--- config.mk ---
export PLATFORM = sky130hd
export DESIGN_NAME = mfcs_config_space
export DESIGN_NICKNAME = d
export VERILOG_FILES = /design/src/shared/mfcs_pkg.sv /design/src/verilog/mfcs_config_space.sv
export SDC_FILE = /design/constraint.sdc
export NUM_CORES = 1
export LEC_CHECK = 0
export ABC_AREA = 1
export ABC_CLOCK_PERIOD_IN_PS = 4300
export BUFFER_PORTS_ARGS = -buffer_cell sky130_fd_sc_hd__buf_2
export CAP_MARGIN = 20
export CORE_AREA = 5 5 124 126
export CTS_CLUSTER_SIZE = 30
export DETAILED_ROUTE_END_ITERATION = 10
export DIE_AREA = 0 0 129 131
export PLACE_DENSITY = 0.81
export SLEW_MARGIN = 20
export SYNTH_ARGS = -nofsm -noshare
export SYNTH_HDL_FRONTEND = slang
export SYNTH_SLANG_ARGS = --single-unit
export TNS_END_PERCENT = 10
--- constraint.sdc ---
create_clock -name clk -period 4.3 [get_ports clk]
set_input_delay 0.645 -clock clk [delete_from_list [all_inputs] [get_ports clk]]
set_output_delay 0.645 -clock clk [all_outputs]
set_load 0.01 [all_outputs]
--- src/shared/mfcs_pkg.sv ---
// Package for the modem function configuration space
// Overview of operation
// - Function zero LAN, function one modem
// - EEPROM setting enables or hides modem function
// - Dword 00h holds EEPROM device/vendor ID
// - Command reserved and fixed bits read zero
// - Command bits 8,6,1,0 writable, reset zero
// - Status flags cleared by bus reset
// - Status fields: errors, aborts, timing 01, cap
// - Class code 07h, 00h, 02h read-only
// - Prog interface and revision from EEPROM FEh
// - Header type reads fixed 80h multifunction
// - I/O BAR requests eight byte window
// - Memory BAR requests 4 KB window
// - CIS pointer fixed 0000_0102h read-only
// - CIS reads fetched from serial EEPROM
// - CIS pointer only in CardBus mode
// - Subsystem vendor ID from EEPROM, read-only
// - Capabilities pointer reads fixed DCh
// - Subsystem ID from EEPROM, read-only
// - Modem and LAN share interrupt A
package mfcs_pkg;

  // Register byte offsets
  localparam logic [7:0] OFS_ID     = 8'h00;
  localparam logic [7:0] OFS_CMD    = 8'h04;
  localparam logic [7:0] OFS_CLASS  = 8'h08;
  localparam logic [7:0] OFS_HDR    = 8'h0C;
  localparam logic [7:0] OFS_IOBAR  = 8'h10;
  localparam logic [7:0] OFS_MEMBAR = 8'h14;
  localparam logic [7:0] OFS_CIS    = 8'h28;
  localparam logic [7:0] OFS_SUBSYS = 8'h2C;
  localparam logic [7:0] OFS_CAP    = 8'h34;
  localparam logic [7:0] OFS_INTR   = 8'h3C;

  // Fixed values
  localparam logic [2:0]  MODEM_FN   = 3'h1;
  localparam logic [7:0]  BASE_CLASS = 8'h07;
  localparam logic [7:0]  SUB_CLASS  = 8'h00;
  localparam logic [7:0]  HDR_TYPE   = 8'h80;
  localparam logic [31:0] CIS_PTR    = 32'h0000_0102;
  localparam logic [7:0]  CAP_PTR    = 8'hDC;
  localparam logic [7:0]  INT_PIN_A  = 8'h01;
  localparam logic [1:0]  DEVSEL_TIM = 2'h1;
  localparam logic [15:0] CMD_RST    = 16'h0000;
  localparam logic [31:0] BAR_RST    = 32'h0000_0000;

  // Field positions
  localparam int CMD_IO   = 0;
  localparam int CMD_MEM  = 1;
  localparam int CMD_PERR = 6;
  localparam int CMD_SERR = 8;
  localparam int ST_PERR  = 15;
  localparam int ST_SERR  = 14;
  localparam int ST_TABT  = 11;
  localparam int ST_DEVS  = 9;
  localparam int ST_DPD   = 8;
  localparam int ST_CAP   = 4;

  // Window sizes as address bits, CIS start inside memory window
  localparam int          IO_WIN_BITS  = 3;
  localparam int          MEM_WIN_BITS = 12;
  localparam logic [9:0]  CIS_DW_START = 10'h040;
  localparam logic [2:0]  IO_BAR_LOW   = 3'h1;

  // Configuration request
  typedef struct packed {
    logic [2:0]  fn;
    logic [7:0]  ofs;
    logic        we;
    logic [3:0]  be;
    logic [31:0] wdata;
  } mfcs_cfg_req_type;

  // Bus error events from the target interface
  typedef struct packed {
    logic       perr;
    logic       serr;
    logic [2:0] tabt;
    logic       dpd;
  } mfcs_evt_type;

  typedef enum logic [1:0] {
    MFCS_IDLE  = 2'b01,
    MFCS_FETCH = 2'b10
  } mfcs_state_type;

endpackage

--- src/verilog/mfcs_config_space.sv ---
// Modem function configuration space with BAR decode and CIS fetch
`timescale 1ns/100ps
module mfcs_config_space #(
  parameter int CIS_AW = 10
) (
  input  wire logic                       clk,
  input  wire logic                       sys_rst,
  input  wire logic                       cfg_valid,
  input  wire mfcs_pkg::mfcs_cfg_req_type cfg_req,
  output logic                            cfg_ack,
  output logic                            cfg_claim,
  output logic [31:0]                     cfg_rdata,
  input  wire logic                       ee_modem_en,
  input  wire logic [31:0]                ee_dev_vendor_id,
  input  wire logic [15:0]                ee_fe_word,
  input  wire logic [15:0]                ee_subsys_vendor,
  input  wire logic [15:0]                ee_subsys_id,
  input  wire logic                       cardbus_mode,
  input  wire mfcs_pkg::mfcs_evt_type     bus_evt,
  input  wire logic [31:0]                io_addr,
  output logic                            io_hit,
  input  wire logic                       mem_valid,
  input  wire logic [31:0]                mem_addr,
  output logic                            mem_ack,
  output logic [31:0]                     mem_rdata,
  output logic                            ctl_hit,
  output logic                            cis_req,
  output logic [CIS_AW-1:0]               cis_addr,
  input  wire logic                       cis_ack,
  input  wire logic [31:0]                cis_data,
  input  wire logic                       lan_irq,
  input  wire logic                       modem_irq,
  output logic                            inta_out,
  output logic                            inta_oe_n,
  output logic                            perr_resp_en,
  output logic                            serr_resp_en
);

  // Refuse CIS index widths the window cannot hold
  // The CIS area needs no more than ten index bits
  if (CIS_AW < 1 || CIS_AW > 10) begin : g_bad_aw
    $error("CIS_AW must lie in 1..10");
  end

  logic [15:0]          cmd_ff;
  logic [15:0]          nxt_cmd;
  logic                 st_perr_ff;
  logic                 st_serr_ff;
  logic [2:0]           st_tabt_ff;
  logic                 st_dpd_ff;
  logic [31:0]          iobar_ff;
  logic [31:0]          nxt_iobar;
  logic [31:0]          membar_ff;
  logic [31:0]          nxt_membar;
  logic                 cfg_ack_ff;
  logic                 cfg_claim_ff;
  logic [31:0]          cfg_rdata_ff;
  logic [31:0]          rd_word;
  logic [15:0]          status_word;
  mfcs_pkg::mfcs_state_type state_ff;
  mfcs_pkg::mfcs_state_type nxt_state;
  logic                 mem_ack_ff;
  logic [31:0]          mem_rdata_ff;
  logic                 ctl_hit_ff;
  logic [CIS_AW-1:0]    cis_addr_ff;
  logic                 inta_oe_n_ff;

  // Unclaimed requests still get an ack so the bus never stalls
  // Claim only function one, and only when EEPROM enables it
  wire claim    = (cfg_req.fn == mfcs_pkg::MODEM_FN) & ee_modem_en;
  wire cfg_wr   = cfg_valid & claim & cfg_req.we;
  wire sel_cmd  = cfg_req.ofs[7:2] == mfcs_pkg::OFS_CMD[7:2];
  wire sel_io   = cfg_req.ofs[7:2] == mfcs_pkg::OFS_IOBAR[7:2];
  wire sel_mem  = cfg_req.ofs[7:2] == mfcs_pkg::OFS_MEMBAR[7:2];
  wire wr_cmd   = cfg_wr & sel_cmd;
  wire wr_io    = cfg_wr & sel_io;
  wire wr_mem   = cfg_wr & sel_mem;

  // Write-one-to-clear strobes for the two writable status bits
  // Only the upper status byte lane can clear them
  wire clr_lane = wr_cmd & cfg_req.be[3];
  wire clr_perr = clr_lane & cfg_req.wdata[16 + mfcs_pkg::ST_PERR];
  wire clr_serr = clr_lane & cfg_req.wdata[16 + mfcs_pkg::ST_SERR];

  // Writable masks; all other bits keep fixed values
  // Low BAR bits answer size probes with the window size
  localparam logic [15:0] CMD_WMASK = 16'h0143;
  localparam logic [31:0] IO_WMASK  = 32'hFFFF_FFF8;
  localparam logic [31:0] MEM_WMASK = 32'hFFFF_F000;

  // Merge written bytes under a writable mask
  // Disabled byte lanes keep their old value
  function automatic logic [31:0] merge(
    input logic [31:0] old_v,
    input logic [31:0] new_v,
    input logic [3:0]  be,
    input logic [31:0] wmask
  );
    logic [31:0] res;
    res = old_v;
    for (int i = 0; i < 4; i++) begin
      if (be[i]) begin
        res[i*8 +: 8] = (new_v[i*8 +: 8] & wmask[i*8 +: 8])
                      | (old_v[i*8 +: 8] & ~wmask[i*8 +: 8]);
      end
    end
    return res;
  endfunction

  // Next values of the writable registers
  // Writes to read-only fields fall away under the masks
  wire [31:0] cmd_merged = merge({16'h0000, cmd_ff}, cfg_req.wdata, cfg_req.be,
                                 {16'h0000, CMD_WMASK});
  assign nxt_cmd    = wr_cmd ? cmd_merged[15:0] : cmd_ff;
  assign nxt_iobar  = wr_io ? merge(iobar_ff, cfg_req.wdata, cfg_req.be, IO_WMASK)
                            : iobar_ff;
  assign nxt_membar = wr_mem ? merge(membar_ff, cfg_req.wdata, cfg_req.be, MEM_WMASK)
                             : membar_ff;

  // Command and BAR storage
  // BARs stay writable while decode is off so sizing works
  always_ff @(posedge clk) begin
    if (sys_rst) begin
      cmd_ff    <= mfcs_pkg::CMD_RST;
      iobar_ff  <= mfcs_pkg::BAR_RST;
      membar_ff <= mfcs_pkg::BAR_RST;
    end else begin
      cmd_ff    <= nxt_cmd;
      iobar_ff  <= nxt_iobar;
      membar_ff <= nxt_membar;
    end
  end

  // Sticky status flags; a new event beats a same-cycle clear
  // Abort and parity-detect flags clear only on bus reset
  always_ff @(posedge clk) begin
    if (sys_rst) begin
      st_perr_ff <= 1'b0;
      st_serr_ff <= 1'b0;
      st_tabt_ff <= 3'h0;
      st_dpd_ff  <= 1'b0;
    end else begin
      st_perr_ff <= bus_evt.perr | (st_perr_ff & ~clr_perr);
      st_serr_ff <= bus_evt.serr | (st_serr_ff & ~clr_serr);
      st_tabt_ff <= bus_evt.tabt | st_tabt_ff;
      st_dpd_ff  <= bus_evt.dpd | st_dpd_ff;
    end
  end

  // Status word assembly, fixed fields included
  // Timing field and capability bit are constants
  always_comb begin
    status_word = 16'h0000;
    status_word[mfcs_pkg::ST_PERR]      = st_perr_ff;
    status_word[mfcs_pkg::ST_SERR]      = st_serr_ff;
    status_word[mfcs_pkg::ST_TABT +: 3] = st_tabt_ff;
    status_word[mfcs_pkg::ST_DEVS +: 2] = mfcs_pkg::DEVSEL_TIM;
    status_word[mfcs_pkg::ST_DPD]       = st_dpd_ff;
    status_word[mfcs_pkg::ST_CAP]       = 1'b1;
  end

  // Read data selection by dword offset
  // Offsets with nothing behind them read zero
  always_comb begin
    case (cfg_req.ofs[7:2])
      mfcs_pkg::OFS_ID[7:2]: begin
        rd_word = ee_dev_vendor_id;
      end
      mfcs_pkg::OFS_CMD[7:2]: begin
        rd_word = {status_word, cmd_ff & CMD_WMASK};
      end
      mfcs_pkg::OFS_CLASS[7:2]: begin
        rd_word = {mfcs_pkg::BASE_CLASS, mfcs_pkg::SUB_CLASS, ee_fe_word};
      end
      mfcs_pkg::OFS_HDR[7:2]: begin
        rd_word = {8'h00, mfcs_pkg::HDR_TYPE, 16'h0000};
      end
      mfcs_pkg::OFS_IOBAR[7:2]: begin
        rd_word = {iobar_ff[31:3], mfcs_pkg::IO_BAR_LOW};
      end
      mfcs_pkg::OFS_MEMBAR[7:2]: begin
        rd_word = membar_ff;
      end
      mfcs_pkg::OFS_CIS[7:2]: begin
        rd_word = cardbus_mode ? mfcs_pkg::CIS_PTR : 32'h0000_0000;
      end
      mfcs_pkg::OFS_SUBSYS[7:2]: begin
        rd_word = {ee_subsys_id, ee_subsys_vendor};
      end
      mfcs_pkg::OFS_CAP[7:2]: begin
        rd_word = {24'h00_0000, mfcs_pkg::CAP_PTR};
      end
      mfcs_pkg::OFS_INTR[7:2]: begin
        rd_word = {16'h0000, mfcs_pkg::INT_PIN_A, 8'h00};
      end
      default: begin
        rd_word = 32'h0000_0000;
      end
    endcase
  end

  // Configuration answer one cycle after the request
  // Writes and foreign requests return zero data
  always_ff @(posedge clk) begin
    if (sys_rst) begin
      cfg_ack_ff   <= 1'b0;
      cfg_claim_ff <= 1'b0;
      cfg_rdata_ff <= 32'h0000_0000;
    end else begin
      cfg_ack_ff   <= cfg_valid;
      cfg_claim_ff <= cfg_valid & claim;
      cfg_rdata_ff <= (cfg_valid & claim & ~cfg_req.we) ? rd_word : 32'h0000_0000;
    end
  end

  assign cfg_ack      = cfg_ack_ff;
  assign cfg_claim    = cfg_claim_ff;
  assign cfg_rdata    = cfg_rdata_ff;
  assign perr_resp_en = cmd_ff[mfcs_pkg::CMD_PERR];
  assign serr_resp_en = cmd_ff[mfcs_pkg::CMD_SERR];

  // I/O window decode, live only once software enables it
  // Address bits inside the window take no part in the compare
  wire io_match = io_addr[31:mfcs_pkg::IO_WIN_BITS] == iobar_ff[31:mfcs_pkg::IO_WIN_BITS];
  assign io_hit = ee_modem_en & cmd_ff[mfcs_pkg::CMD_IO] & io_match;

  // Memory window decode and split into control and CIS areas
  // A request during a fetch is dropped; one access at a time
  wire mem_match = mem_addr[31:mfcs_pkg::MEM_WIN_BITS]
                == membar_ff[31:mfcs_pkg::MEM_WIN_BITS];
  wire mem_hit   = ee_modem_en & cmd_ff[mfcs_pkg::CMD_MEM] & mem_match;
  wire [9:0] mem_dw  = mem_addr[11:2];
  wire       cis_hit = mem_dw >= mfcs_pkg::CIS_DW_START;
  wire [9:0] cis_dw  = mem_dw - mfcs_pkg::CIS_DW_START;
  wire       mem_go  = (state_ff == mfcs_pkg::MFCS_IDLE) & mem_valid & mem_hit;

  // CIS fetch sequencing
  always_comb begin
    case (state_ff)
      mfcs_pkg::MFCS_IDLE: begin
        if (mem_go & cis_hit) begin
          nxt_state = mfcs_pkg::MFCS_FETCH;
        end else begin
          nxt_state = mfcs_pkg::MFCS_IDLE;
        end
      end
      mfcs_pkg::MFCS_FETCH: begin
        if (cis_ack) begin
          nxt_state = mfcs_pkg::MFCS_IDLE;
        end else begin
          nxt_state = mfcs_pkg::MFCS_FETCH;
        end
      end
      default: begin
        nxt_state = mfcs_pkg::MFCS_IDLE;
      end
    endcase
  end

  // Fetch ends on the store's answer; control hits answer on the next cycle
  wire fetch_busy = state_ff == mfcs_pkg::MFCS_FETCH;
  wire fetch_done = fetch_busy & cis_ack;
  wire ctl_go     = mem_go & ~cis_hit;

  // Memory answer: CIS data from EEPROM, control area reads zero here
  always_ff @(posedge clk) begin
    if (sys_rst) begin
      state_ff     <= mfcs_pkg::MFCS_IDLE;
      mem_ack_ff   <= 1'b0;
      mem_rdata_ff <= 32'h0000_0000;
      ctl_hit_ff   <= 1'b0;
      cis_addr_ff  <= '0;
    end else begin
      state_ff     <= nxt_state;
      mem_ack_ff   <= fetch_done | ctl_go;
      mem_rdata_ff <= fetch_done ? cis_data : 32'h0000_0000;
      ctl_hit_ff   <= ctl_go;
      if (mem_go & cis_hit) begin
        cis_addr_ff <= cis_dw[CIS_AW-1:0];
      end
    end
  end

  assign mem_ack   = mem_ack_ff;
  assign mem_rdata = mem_rdata_ff;
  assign ctl_hit   = ctl_hit_ff;
  assign cis_req   = fetch_busy;
  assign cis_addr  = cis_addr_ff;

  // Shared interrupt A, open drain: drive low while either function asks
  // Registered so request glitches never reach the shared pin
  always_ff @(posedge clk) begin
    if (sys_rst) begin
      inta_oe_n_ff <= 1'b1;
    end else begin
      inta_oe_n_ff <= ~(lan_irq | modem_irq);
    end
  end

  assign inta_out  = 1'b0;
  assign inta_oe_n = inta_oe_n_ff;

endmodule
==> results of run 1 <==
[worst max-delay path, cell delays in order, from the launching register on]
cell	delay [ns]
dfxtp_1	0.32
inv_1	0.11
nand2_1	0.08
nand2_1	0.05
nor2_1	0.13
nand3_1	0.12
nor4_1	0.21
nand2_1	0.08
nor2_1	0.10
buf_2	0.15
[final cells by class]
type                            instances  area [µm²]
Fill cell                            1343        5450
Multi-Input combinational cell        581        2950
Sequential cell                       140        2800
Timing Repair Buffer                  315        1580
Inverter                              144         543
Clock buffer                           17         425
Tap cell                              184         230
Clock inverter                         15         210
Antenna cell                            3        7.51
[per-layer routing]
metal,up-vias,track usage,wire [µm]
li1,3507,-,-
met1,3141,0.322,9110
met2,336,0.410,10700
met3,31,0.0638,1950
met4,0,0.0791,442
met5,-,0,0
[cells by family (layout without fill, tap and decap cells)]
| kind of cell | after synthesis | count (layout) | synth area share |
|---|---|---|---|
| DFF | 140 | 140 | 0.431 |
| adders and majority gates | 4 | 4 | 0.00770 |
| buffers and inverters | 178 | 491 | 0.115 |
| xor gates and xnor gates | 19 | 19 | 0.0256 |
| and+or+nand+nor | 332 | 332 | 0.229 |
| AOI/OAI and AO/OA | 225 | 225 | 0.191 |
| other | 1 | 4 | 0.000577 |
[cell usage after synthesis (2+ instances only)]
cell      number  area share
a211oi_1       3      0.0035
a21oi_1       88       0.068
a21oi_2        2      0.0027
a22oi_1       17       0.020
a31oi_1       20       0.019
buf_2         10      0.0077
buf_4          5      0.0058
buf_6          6       0.010
clkbuf_1      12      0.0069
dfxtp_1      140        0.43
ha_1           4      0.0077
inv_1        136       0.079
inv_2          6      0.0035
nand2_1      165       0.095
nand2_2        2      0.0019
nand3_1       20       0.015
nand3_2        3      0.0046
nand3_4        6       0.016
nand4_1       14       0.013
nor2_1       106       0.061
nor2_4         3      0.0052
nor3_1         3      0.0023
nor4_1         3      0.0029
o211ai_1       3      0.0035
o21ai_0       69       0.053
o21ai_1       10      0.0077
o21ai_2        2      0.0027
o22ai_1        8      0.0077
or2_2          2      0.0019
xnor2_1       13       0.018
xor2_1         6      0.0081
[final timing paths]
check                              endpoint         start  depth (start not counted)  slack, ns
worst max-delay path                 io_hit  iobar_ff[24]                          9       1.90
worst min-delay path              inta_oe_n       lan_irq                          2       0.42
worst max register to register  cis_addr[6]   state_ff[1]                         11       2.41
worst min register to register  cis_addr[1]   cis_addr[1]                          2       0.48
[state kept, by name (all words and copies together) (netlist names), 2 cells and up]
register    cells
cmd_ff          4
membar_ff      20
state_ff        2
cis_addr       10
mem_rdata      32
iobar_ff       29
cfg_rdata      32
st_tabt_ff      3
[through the flow]
stage,instances,area (µm²),utilization,hold WS [ns],total power (W)
floorplan,899,6500,-,0.438,0.00142
global placement,1364,8110,0.571,0.457,0.00156
CTS,1396,8750,0.616,0.407,0.00314
detailed placement,1364,8110,0.571,0.467,0.00156
finish,1399,8750,0.616,0.416,0.00312
global route,1398,8750,0.616,0.421,0.00322
[power by group]
| part | internal [W] | switching, W | leakage, nW | total [W] |
|---|---|---|---|---|
| clock network | 0.000983 | 0.000596 | 0.311 | 0.00158 |
| registers | 0.00130 | 0.00000252 | 1.13 | 0.00130 |
| logic | 0.000111 | 0.000122 | 2.77 | 0.000233 |
| total | 0.00240 | 0.000721 | 4.21 | 0.00312 |
==> summary.md, run 1 <==
| Metric | Value |
|---|---|
| Status | finished, final reports clean |
| Min cycle time layout | 2.40 ns |
| Synth Cell Area | 6500 µm² |
| FP Rows | 44 |
| Fraction of layout cells with a size suffix above 1 | 0.314 |
| Synth async-reset ratio | 0 |
| Final setup violation count | 0 |
| Worst Path Max Fanout | 3 |
| Crit. End Element | primary output |
| Syn. warnings | 0 |
| DR iter-0 viols | 513 |
| Mean area per synthesized cell | 7.23 µm² |
| Part of the cycle the worst path needs | 0.559 |
| Top_reg_cell synth | dfxtp_1 |
| WP data required | 3.65 ns |
| Fin. Hold Viols | 0 |
| Syn nets | 1142 |
| Starting Density | 0.458 |
| Unrepaired setup endpoints after global routing | false |
| LEAKAGE | 4.21 nW |
| Synth Instances | 899 |
| Sequential cell area fraction in the yosys report | 0.431 |
| CTS H-tree lvls | 4 |
| Post-synth EDFFs | 0 |
| DR WL/cell | 15.9 µm |
| Post-CTS Setup Inserts | 0 |
| Root Buffer | clkbuf_16 |
| TritonCTS buffer count | 17 |
| Worst setup SP type | register |
| Peak supply drop | 0.328 mV |
| Initial antenna violation count | 2 |
| Number of global-route vias before repair | 6424 |
| Synth cell types | 43 |
| Post-route DRC | 0 |
| Pwr dens | 356 nW/µm² |
| CP arrival | 1.76 ns |
| Die area | 16900 µm² |
| Actual slew at the worst max-slew pin | 1.16 ns |
| I/O pin count | 323 |
| Clk slew on worst S/H paths | 0.06 ns |
| Commonest non-fill, non-tap cell in the layout | buf_2 |
| Die height | 131 µm |
| Antenna viol nets, final | 0 |
| CTS tree | built |
| Total gr overflow | 0 |
| Fin nets | 1442 |
| Setup TNS | 0 ns |
| Clk buf depth | 2 |
| Die Wd | 129 µm |
| Core footprint | 14200 µm² |
| Headroom to the max-slew limit | 0.223 |
| Commonest cells after routing, fill and taps aside | buf_2, nand2_1, dfxtp_1 |
| First-pass DRT Iterations | 6 |
| # clock sinks | 140 |
| Clk_lat worst skew | 0.41 ns |
| Area Overhead vs Synth | 34.7% |
| Vias per cell | 5.01 |
| Total Routing Usage GR | 0.249 |
| Setup WS pre-CTS | 1.57 ns |
| Final Max Slew Viols | 0 |
| Final setup margin | 1.90 ns |
| CTS Hold Buffers Added | 0 |
| Post-CTS sizing | 0 |
| Largest net degree at the start of global routing | 67 |
| Synth Register Bits | 140 |
| GP Congestion | 0.924 |
| Worst hold path class | primary input to register |
| Via Count | 7015 |
| Fmax achieved | 416 MHz |
| First-pass GRT wire length | 32.6 mm |
| Worst Setup Path Type | register to primary output |
| HPWL Detailed | 17.4 mm |
| Max Cap Viol | 0 |
| Port Buffers | 313 |
| Routed wire length | 22.2 mm |
| Final Skew | 0.00813 ns |
Power figures use the tool's default switching activity.
==> run 2: changes to the inputs <==
--- a/config.mk
+++ b/config.mk
@@ -6,14 +6,14 @@
 export NUM_CORES = 1
 export LEC_CHECK = 0
 export ABC_AREA = 1
-export ABC_CLOCK_PERIOD_IN_PS = 4300
+export ABC_CLOCK_PERIOD_IN_PS = 2400
 export BUFFER_PORTS_ARGS = -buffer_cell sky130_fd_sc_hd__buf_2
 export CAP_MARGIN = 20
-export CORE_AREA = 5 5 124 126
+export CORE_MARGIN = 5
+export CORE_UTILIZATION = 46
 export CTS_CLUSTER_SIZE = 30
 export DETAILED_ROUTE_END_ITERATION = 10
-export DIE_AREA = 0 0 129 131
-export PLACE_DENSITY = 0.81
+export PLACE_DENSITY = 0.8
 export SLEW_MARGIN = 20
 export SYNTH_ARGS = -nofsm -noshare
 export SYNTH_HDL_FRONTEND = slang
==> constraint.sdc (replaced) <==
create_clock -name clk -period 2.4 [get_ports clk]
set_input_delay 0.36 -clock clk [delete_from_list [all_inputs] [get_ports clk]]
set_output_delay 0.36 -clock clk [all_outputs]
set_load 0.01 [all_outputs]
==> run 2 against run 1 <==
Total power grew 78%; hold slack lost 0.29 ns; via count grew 1.8%; sequential share of layout area shrank 0.28 points; non-clock buffer count grew 9; core utilization grew 2.0 points.
==> summary.md, run 2 (synthesis gave the netlist of run 1 again) <==
| Metric | Value |
|---|---|
| Fin. Hold Viols | 0 |
| Total gr overflow | 0 |
| Post-CTS Setup Inserts | 0 |
| Worst hold path startpoint | lan_irq |
| Worst Setup Path Type | register to primary output |
| Fraction of layout cells with a size suffix above 1 | 0.318 |
| TritonCTS buffer count | 17 |
| Worst Path Max Fanout | 3 |
| Setup WS pre-CTS | 0.440 ns |
| Crit. End Element | primary output |
| Worst path max stage delay | 0.42 ns |
| Unrepaired setup endpoints after global routing | false |
| Worst setup SP type | register |
| Max Cap Viol | 0 |
| LEAKAGE | 4.26 nW |
| Peak supply drop | 0.591 mV |
| Area Overhead vs Synth | 35.9% |
| FP Rows | 43 |
| Commonest non-fill, non-tap cell in the layout | buf_2 |
| GP Congestion | 0.949 |
| Final setup margin | 0.138 ns |
| Cell Area, Placed | 8200 µm² |
| Initial antenna violation count | 3 |
| Antenna viol nets, final | 0 |
| Fmax achieved | 442 MHz |
| Register area | 2800 µm² |
| Die Wd | 129 µm |
| Vias per cell | 5.09 |
| CTS H-tree lvls | 4 |
| HPWL Detailed | 18.1 mm |
| Filler cells | 1295 |
| Final setup violation count | 0 |
| Final Max Slew Viols | 0 |
| WP buf/inv | 1 |
| # clock sinks | 140 |
| Part of the cycle the worst path needs | 0.943 |
| Worst hold path endpoint | inta_oe_n |
| Port Buffers | 313 |
| First-pass GRT wire length | 34.1 mm |
| Starting Density | 0.468 |
| Worst hold path class | primary input to register |
| Critical path origin | iobar_ff[26] |
| Setup slack, reg-to-reg | 0.55 ns |
| Clk_lat worst skew | 0.42 ns |
| Largest net degree at the start of global routing | 54 |
| DR WL/cell | 16.5 µm |
| Reg2Reg Depth | 11 |
| Fin nets | 1451 |
| CTS tree | built |
| R2r endpoint | cis_addr[7] |
| Clk slew on worst S/H paths | 0.06 ns |
| Multi-input gate area | 2950 µm² |
| Placed Cells | 1369 |
| Core footprint | 13900 µm² |
| CTS Hold Buffers Added | 0 |
| Commonest cells after routing, fill and taps aside | buf_2, nand2_1, dfxtp_1 |
| Total Routing Usage GR | 0.266 |
| Hold path depth | 2 |
| Design area | 8830 µm² |
| Headroom to the max-slew limit | 0.599 |
| Final Skew | 0.00908 ns |
| Actual slew at the worst max-slew pin | 0.596 ns |
| Die area | 16600 µm² |
| Layout Utilization | 0.636 |
| First-pass DRT Iterations | 6 |
| Non-filler cells, final | 1402 |
| Via Count | 7143 |
| CP max stage cell | dfxtp_1 |
| FF-to-FF Start | state_ff[1] |
| Post-CTS sizing | 0 |
| Min cycle time layout | 2.26 ns |
| Status | finished, final reports clean |
| WP data required | 2.04 ns |
| I/O pin count | 323 |
| Critical path's top delay family | simple AND/OR/NAND/NOR gates |
| CP Cell Sequence | xnor2_1, nand3_1, nor4_1, nand2_1, nor2_1, buf_2 |
| Clk buf depth | 2 |
| DR iter-0 viols | 584 |
| Number of global-route vias before repair | 6553 |
| Post-route DRC | 0 |
| Die height | 129 µm |
| Pwr dens | 627 nW/µm² |
| Routed wire length | 23.1 mm |
| CP arrival | 1.90 ns |
| Setup TNS | 0 ns |
| Root Buffer | clkbuf_16 |
-- run 2: cell count changes in the layout (fill, tap and decap cells not counted), moves of 2 or more --
cell      change
buf_4         +7
clkbuf_8      +5
inv_6         -3
buf_12        +2
clkinv_4      -2
diode_2       -2
-- run 2: final cells by class --
cell class              count  share of cell area
diodes                      1            0.000283
clock inverters             9              0.0150
clock buffers              23              0.0564
repair buffers            324               0.190
multi-input cells         581               0.334
inverters                 144              0.0615
well taps                 180              0.0255
flip-flops and latches    140               0.317
-- run 2: worst max path at each step --
stage	to	slack, ns	depth (start not counted)
2_1_floorplan	cis_addr[0]	0.91	11
3_3_place_gp	membar_ff[26]	0.49	9
3_5_place_dp	membar_ff[24]	0.44	9
4_1_cts	io_hit	0.19	6
5_1_grt	io_hit	0.17	6
6_report	io_hit	0.14	6
-- run 2: per-stage QoR --
stage / total power (W) / hold slack (ns)
finish: 0.00553 / 0.129
global route: 0.00571 / 0.128
CTS: 0.00556 / 0.115
detailed placement: 0.00280 / 0.466
global placement: 0.00279 / 0.449
floorplan: 0.00255 / 0.438
-- run 2: layer usage --
layer  global-route usage  wire length [µm]  vias up  part of all wire
li1                     -                 -     3524                 -
met1                0.331              9110     3237              0.39
met2                0.441             11200      337              0.49
met3               0.0801              2120       41             0.092
met4               0.0914               595        4             0.026
met5                    0                21        -           0.00091
-- run 2: worst reg2reg max path, stage by stage, from the launching register on --
cell and delay (ns):
dfxtp_1 0.31, inv_1 0.05, ha_1 0.15, nand2_1 0.07
nor2_1 0.19, nor2b_1 0.15, nand2_1 0.10, nor2_4 0.23
nand3_2 0.13, nor2_4 0.24, nor2_1 0.07, nor2_1 0.10
-- run 2: power breakdown --
part / switching, W / internal (W)
combinational: 0.000219 / 0.000203
sequential: 0.00000509 / 0.00233
clock: 0.00100 / 0.00177
total: 0.00122 / 0.00431
==> run 3: changes to the inputs <==
--- a/config.mk
+++ b/config.mk
@@ -13,6 +13,7 @@
 export CORE_UTILIZATION = 46
 export CTS_CLUSTER_SIZE = 30
 export DETAILED_ROUTE_END_ITERATION = 10
+export MAX_ROUTING_LAYER = met4
 export PLACE_DENSITY = 0.8
 export SLEW_MARGIN = 20
 export SYNTH_ARGS = -nofsm -noshare
==> constraint.sdc (replaced) <==
create_clock -name clk -period 2.4 [get_ports clk]
set_input_delay 0.36 -clock clk [delete_from_list [all_inputs] [get_ports clk]]
set_output_delay 0.36 -clock clk [all_outputs]
set_load 0.02 [all_outputs]
==> run 3 against run 2 <==
Register-to-register slack barely moved; via count decreased by 2.1%; count of clock-buffer cells in the layout is 3 lower; core utilization up 0.099 points; critical path depth unchanged; fmax rose by 6.4%; design area rose by 0.16%; final cell count about the same; largest cell class unchanged; largest power group unchanged.
==> summary.md, run 3 (synthesis gave the netlist of run 1 again) <==
| Metric | Value |
|---|---|
| Power share of the combinational group | 0.076 |
| CTS tree | built |
| Min cycle time layout | 2.13 ns |
| Worst path max stage delay | 0.40 ns |
| Switching share of power | 0.223 |
| Post-CTS sizing | 0 |
| DR WL/cell | 16.1 µm |
| Final Skew | 0.00807 ns |
| Via Count | 6992 |
| Fin. Hold Viols | 0 |
| Fmax achieved | 470 MHz |
| CTS Hold Buffers Added | 0 |
| Root Buffer | clkbuf_16 |
| Post-CTS Setup Inserts | 0 |
| Clk_lat worst skew | 0.41 ns |
| Met2 routed WL | 10.9 mm |
| Pwr dens | 632 nW/µm² |
| Commonest cells after routing, fill and taps aside | buf_2, nand2_1, dfxtp_1 |
| Peak supply drop | 0.684 mV |
| Unrepaired setup endpoints after global routing | false |
| Fin nets | 1451 |
| Fraction of layout cells with a size suffix above 1 | 0.318 |
| First-pass DRT Iterations | 5 |
| Area Overhead vs Synth | 36.1% |
| TritonCTS buffer count | 17 |
| Total gr overflow | 0 |
| DR top layer | met4 |
| Routed wire length | 22.6 mm |
| CP Cell Sequence | xnor2_1, nand3_1, nor4_1, nand2_1, nor2_1, buf_2 |
| Largest net degree at the start of global routing | 54 |
| Headroom to the max-slew limit | 0.588 |
| First-pass GRT wire length | 33.9 mm |
| Worst Path Max Fanout | 3 |
| Multi-input gate area | 2950 µm² |
| Register area | 2800 µm² |
| HPWL Detailed | 18.0 mm |
| Filler cells | 1319 |
| Internal | 0.00435 W |
| CP arrival | 1.77 ns |
| Worst setup SP type | register |
| Vias per cell | 4.98 |
| Die Wd | 129 µm |
| Placed Cells | 1369 |
| Setup TNS | 0 ns |
| Core footprint | 13900 µm² |
| Final Max Slew Viols | 0 |
| Commonest non-fill, non-tap cell in the layout | buf_2 |
| Max Cap Viol | 0 |
| Starting Density | 0.468 |
| CTS H-tree lvls | 4 |
| Worst hold path class | primary input to register |
| Die height | 129 µm |
| Port Buffers | 313 |
| Clock share of power | 0.506 |
| Post-Route M1 WL | 9.30 mm |
| Die area | 16600 µm² |
| Total Routing Usage GR | 0.273 |
| Met3 wire len | 1.79 mm |
| Part of the cycle the worst path needs | 0.886 |
| Register share of total power | 0.418 |
| # clock sinks | 140 |
| Worst Setup Path Type | register to primary output |
| LEAKAGE | 4.27 nW |
| FP Rows | 43 |
| Clk buf depth | 2 |
| Number of global-route vias before repair | 6575 |
| Clk slew on worst S/H paths | 0.06 ns |
| I/O pin count | 323 |
| Status | finished, final reports clean |
| WP data required | 2.04 ns |
| Antenna viol nets, final | 0 |
| DR iter-0 viols | 494 |
| Layout Utilization | 0.637 |
| CP max stage cell | dfxtp_1 |
| Post-route DRC | 0 |
| Sw Pwr | 0.00125 W |
| Non-filler cells, final | 1403 |
| Initial antenna violation count | 2 |
| GP Congestion | 0.957 |
| Actual slew at the worst max-slew pin | 0.613 ns |
| Crit. End Element | primary output |
| Final setup violation count | 0 |
## run 3: cell count changes in the layout (fill, tap and decap cells not counted)
cell and delta:
bufinv_16 +1, clkinv_4 +2, diode_2 +1, clkinv_2 -1, inv_6 +2, clkinvlp_4 -1
clkbuf_8 -3
## run 3: final cells by class
class,count,share of cell area
clock buffer,20,0.0516
antenna,2,0.000566
clock inverter,12,0.0209
timing repair buffer,324,0.189
inverter,144,0.0614
sequential,140,0.317
tap,180,0.0255
multi-input combinational,581,0.334
## run 3: through the flow
| stage | worst slack, ns | power [W] | cell area [µm²] | hold WS [ns] |
|---|---|---|---|---|
| floorplan | 0.881 | 0.00255 | 6500 | 0.438 |
| global placement | 0.486 | 0.00280 | 8200 | 0.448 |
| detailed placement | 0.459 | 0.00281 | 8200 | 0.453 |
| CTS | 0.239 | 0.00563 | 8840 | 0.124 |
| global route | 0.167 | 0.00581 | 8850 | 0.134 |
| finish | 0.273 | 0.00559 | 8850 | 0.137 |
## run 3: worst paths after layout
| path | startpoint | slack [ns] | depth (start not counted) | end |
|---|---|---|---|---|
| setup reg to reg | state_ff[1] | 0.54 | 11 | cis_addr[6] |
| hold / removal | lan_irq | 0.14 | 2 | inta_oe_n |
| setup / recovery | iobar_ff[26] | 0.27 | 6 | io_hit |
| hold reg to reg | cmd_ff[0] | 0.46 | 2 | cfg_rdata[0] |
## run 3: routing by layer
metal / global-route usage / vias to the layer above
met4: 0.0939 / 0
met2: 0.435 / 306
li1: - / 3528
met3: 0.0664 / 49
met1: 0.339 / 3109
met5: - / -
## run 3: critical path, delay by kind of cell (launching register included)
family	cells	cell delay, ns
xor gates and xnor gates	1	0.14
and+or+nand+nor	4	0.62
DFF	1	0.40
buffers and inverters	1	0.19
## run 3: power groups by stage
stage / registers (W) / clock network, W / logic [W]
after CTS: 0.00234 / 0.00288 / 0.000421
after floorplan: 0.00239 / 0 / 0.000161
after detailed placement: 0.00239 / 0 / 0.000417
after global routing: 0.00234 / 0.00300 / 0.000471
after global placement: 0.00239 / 0 / 0.000408
final: 0.00234 / 0.00283 / 0.000423
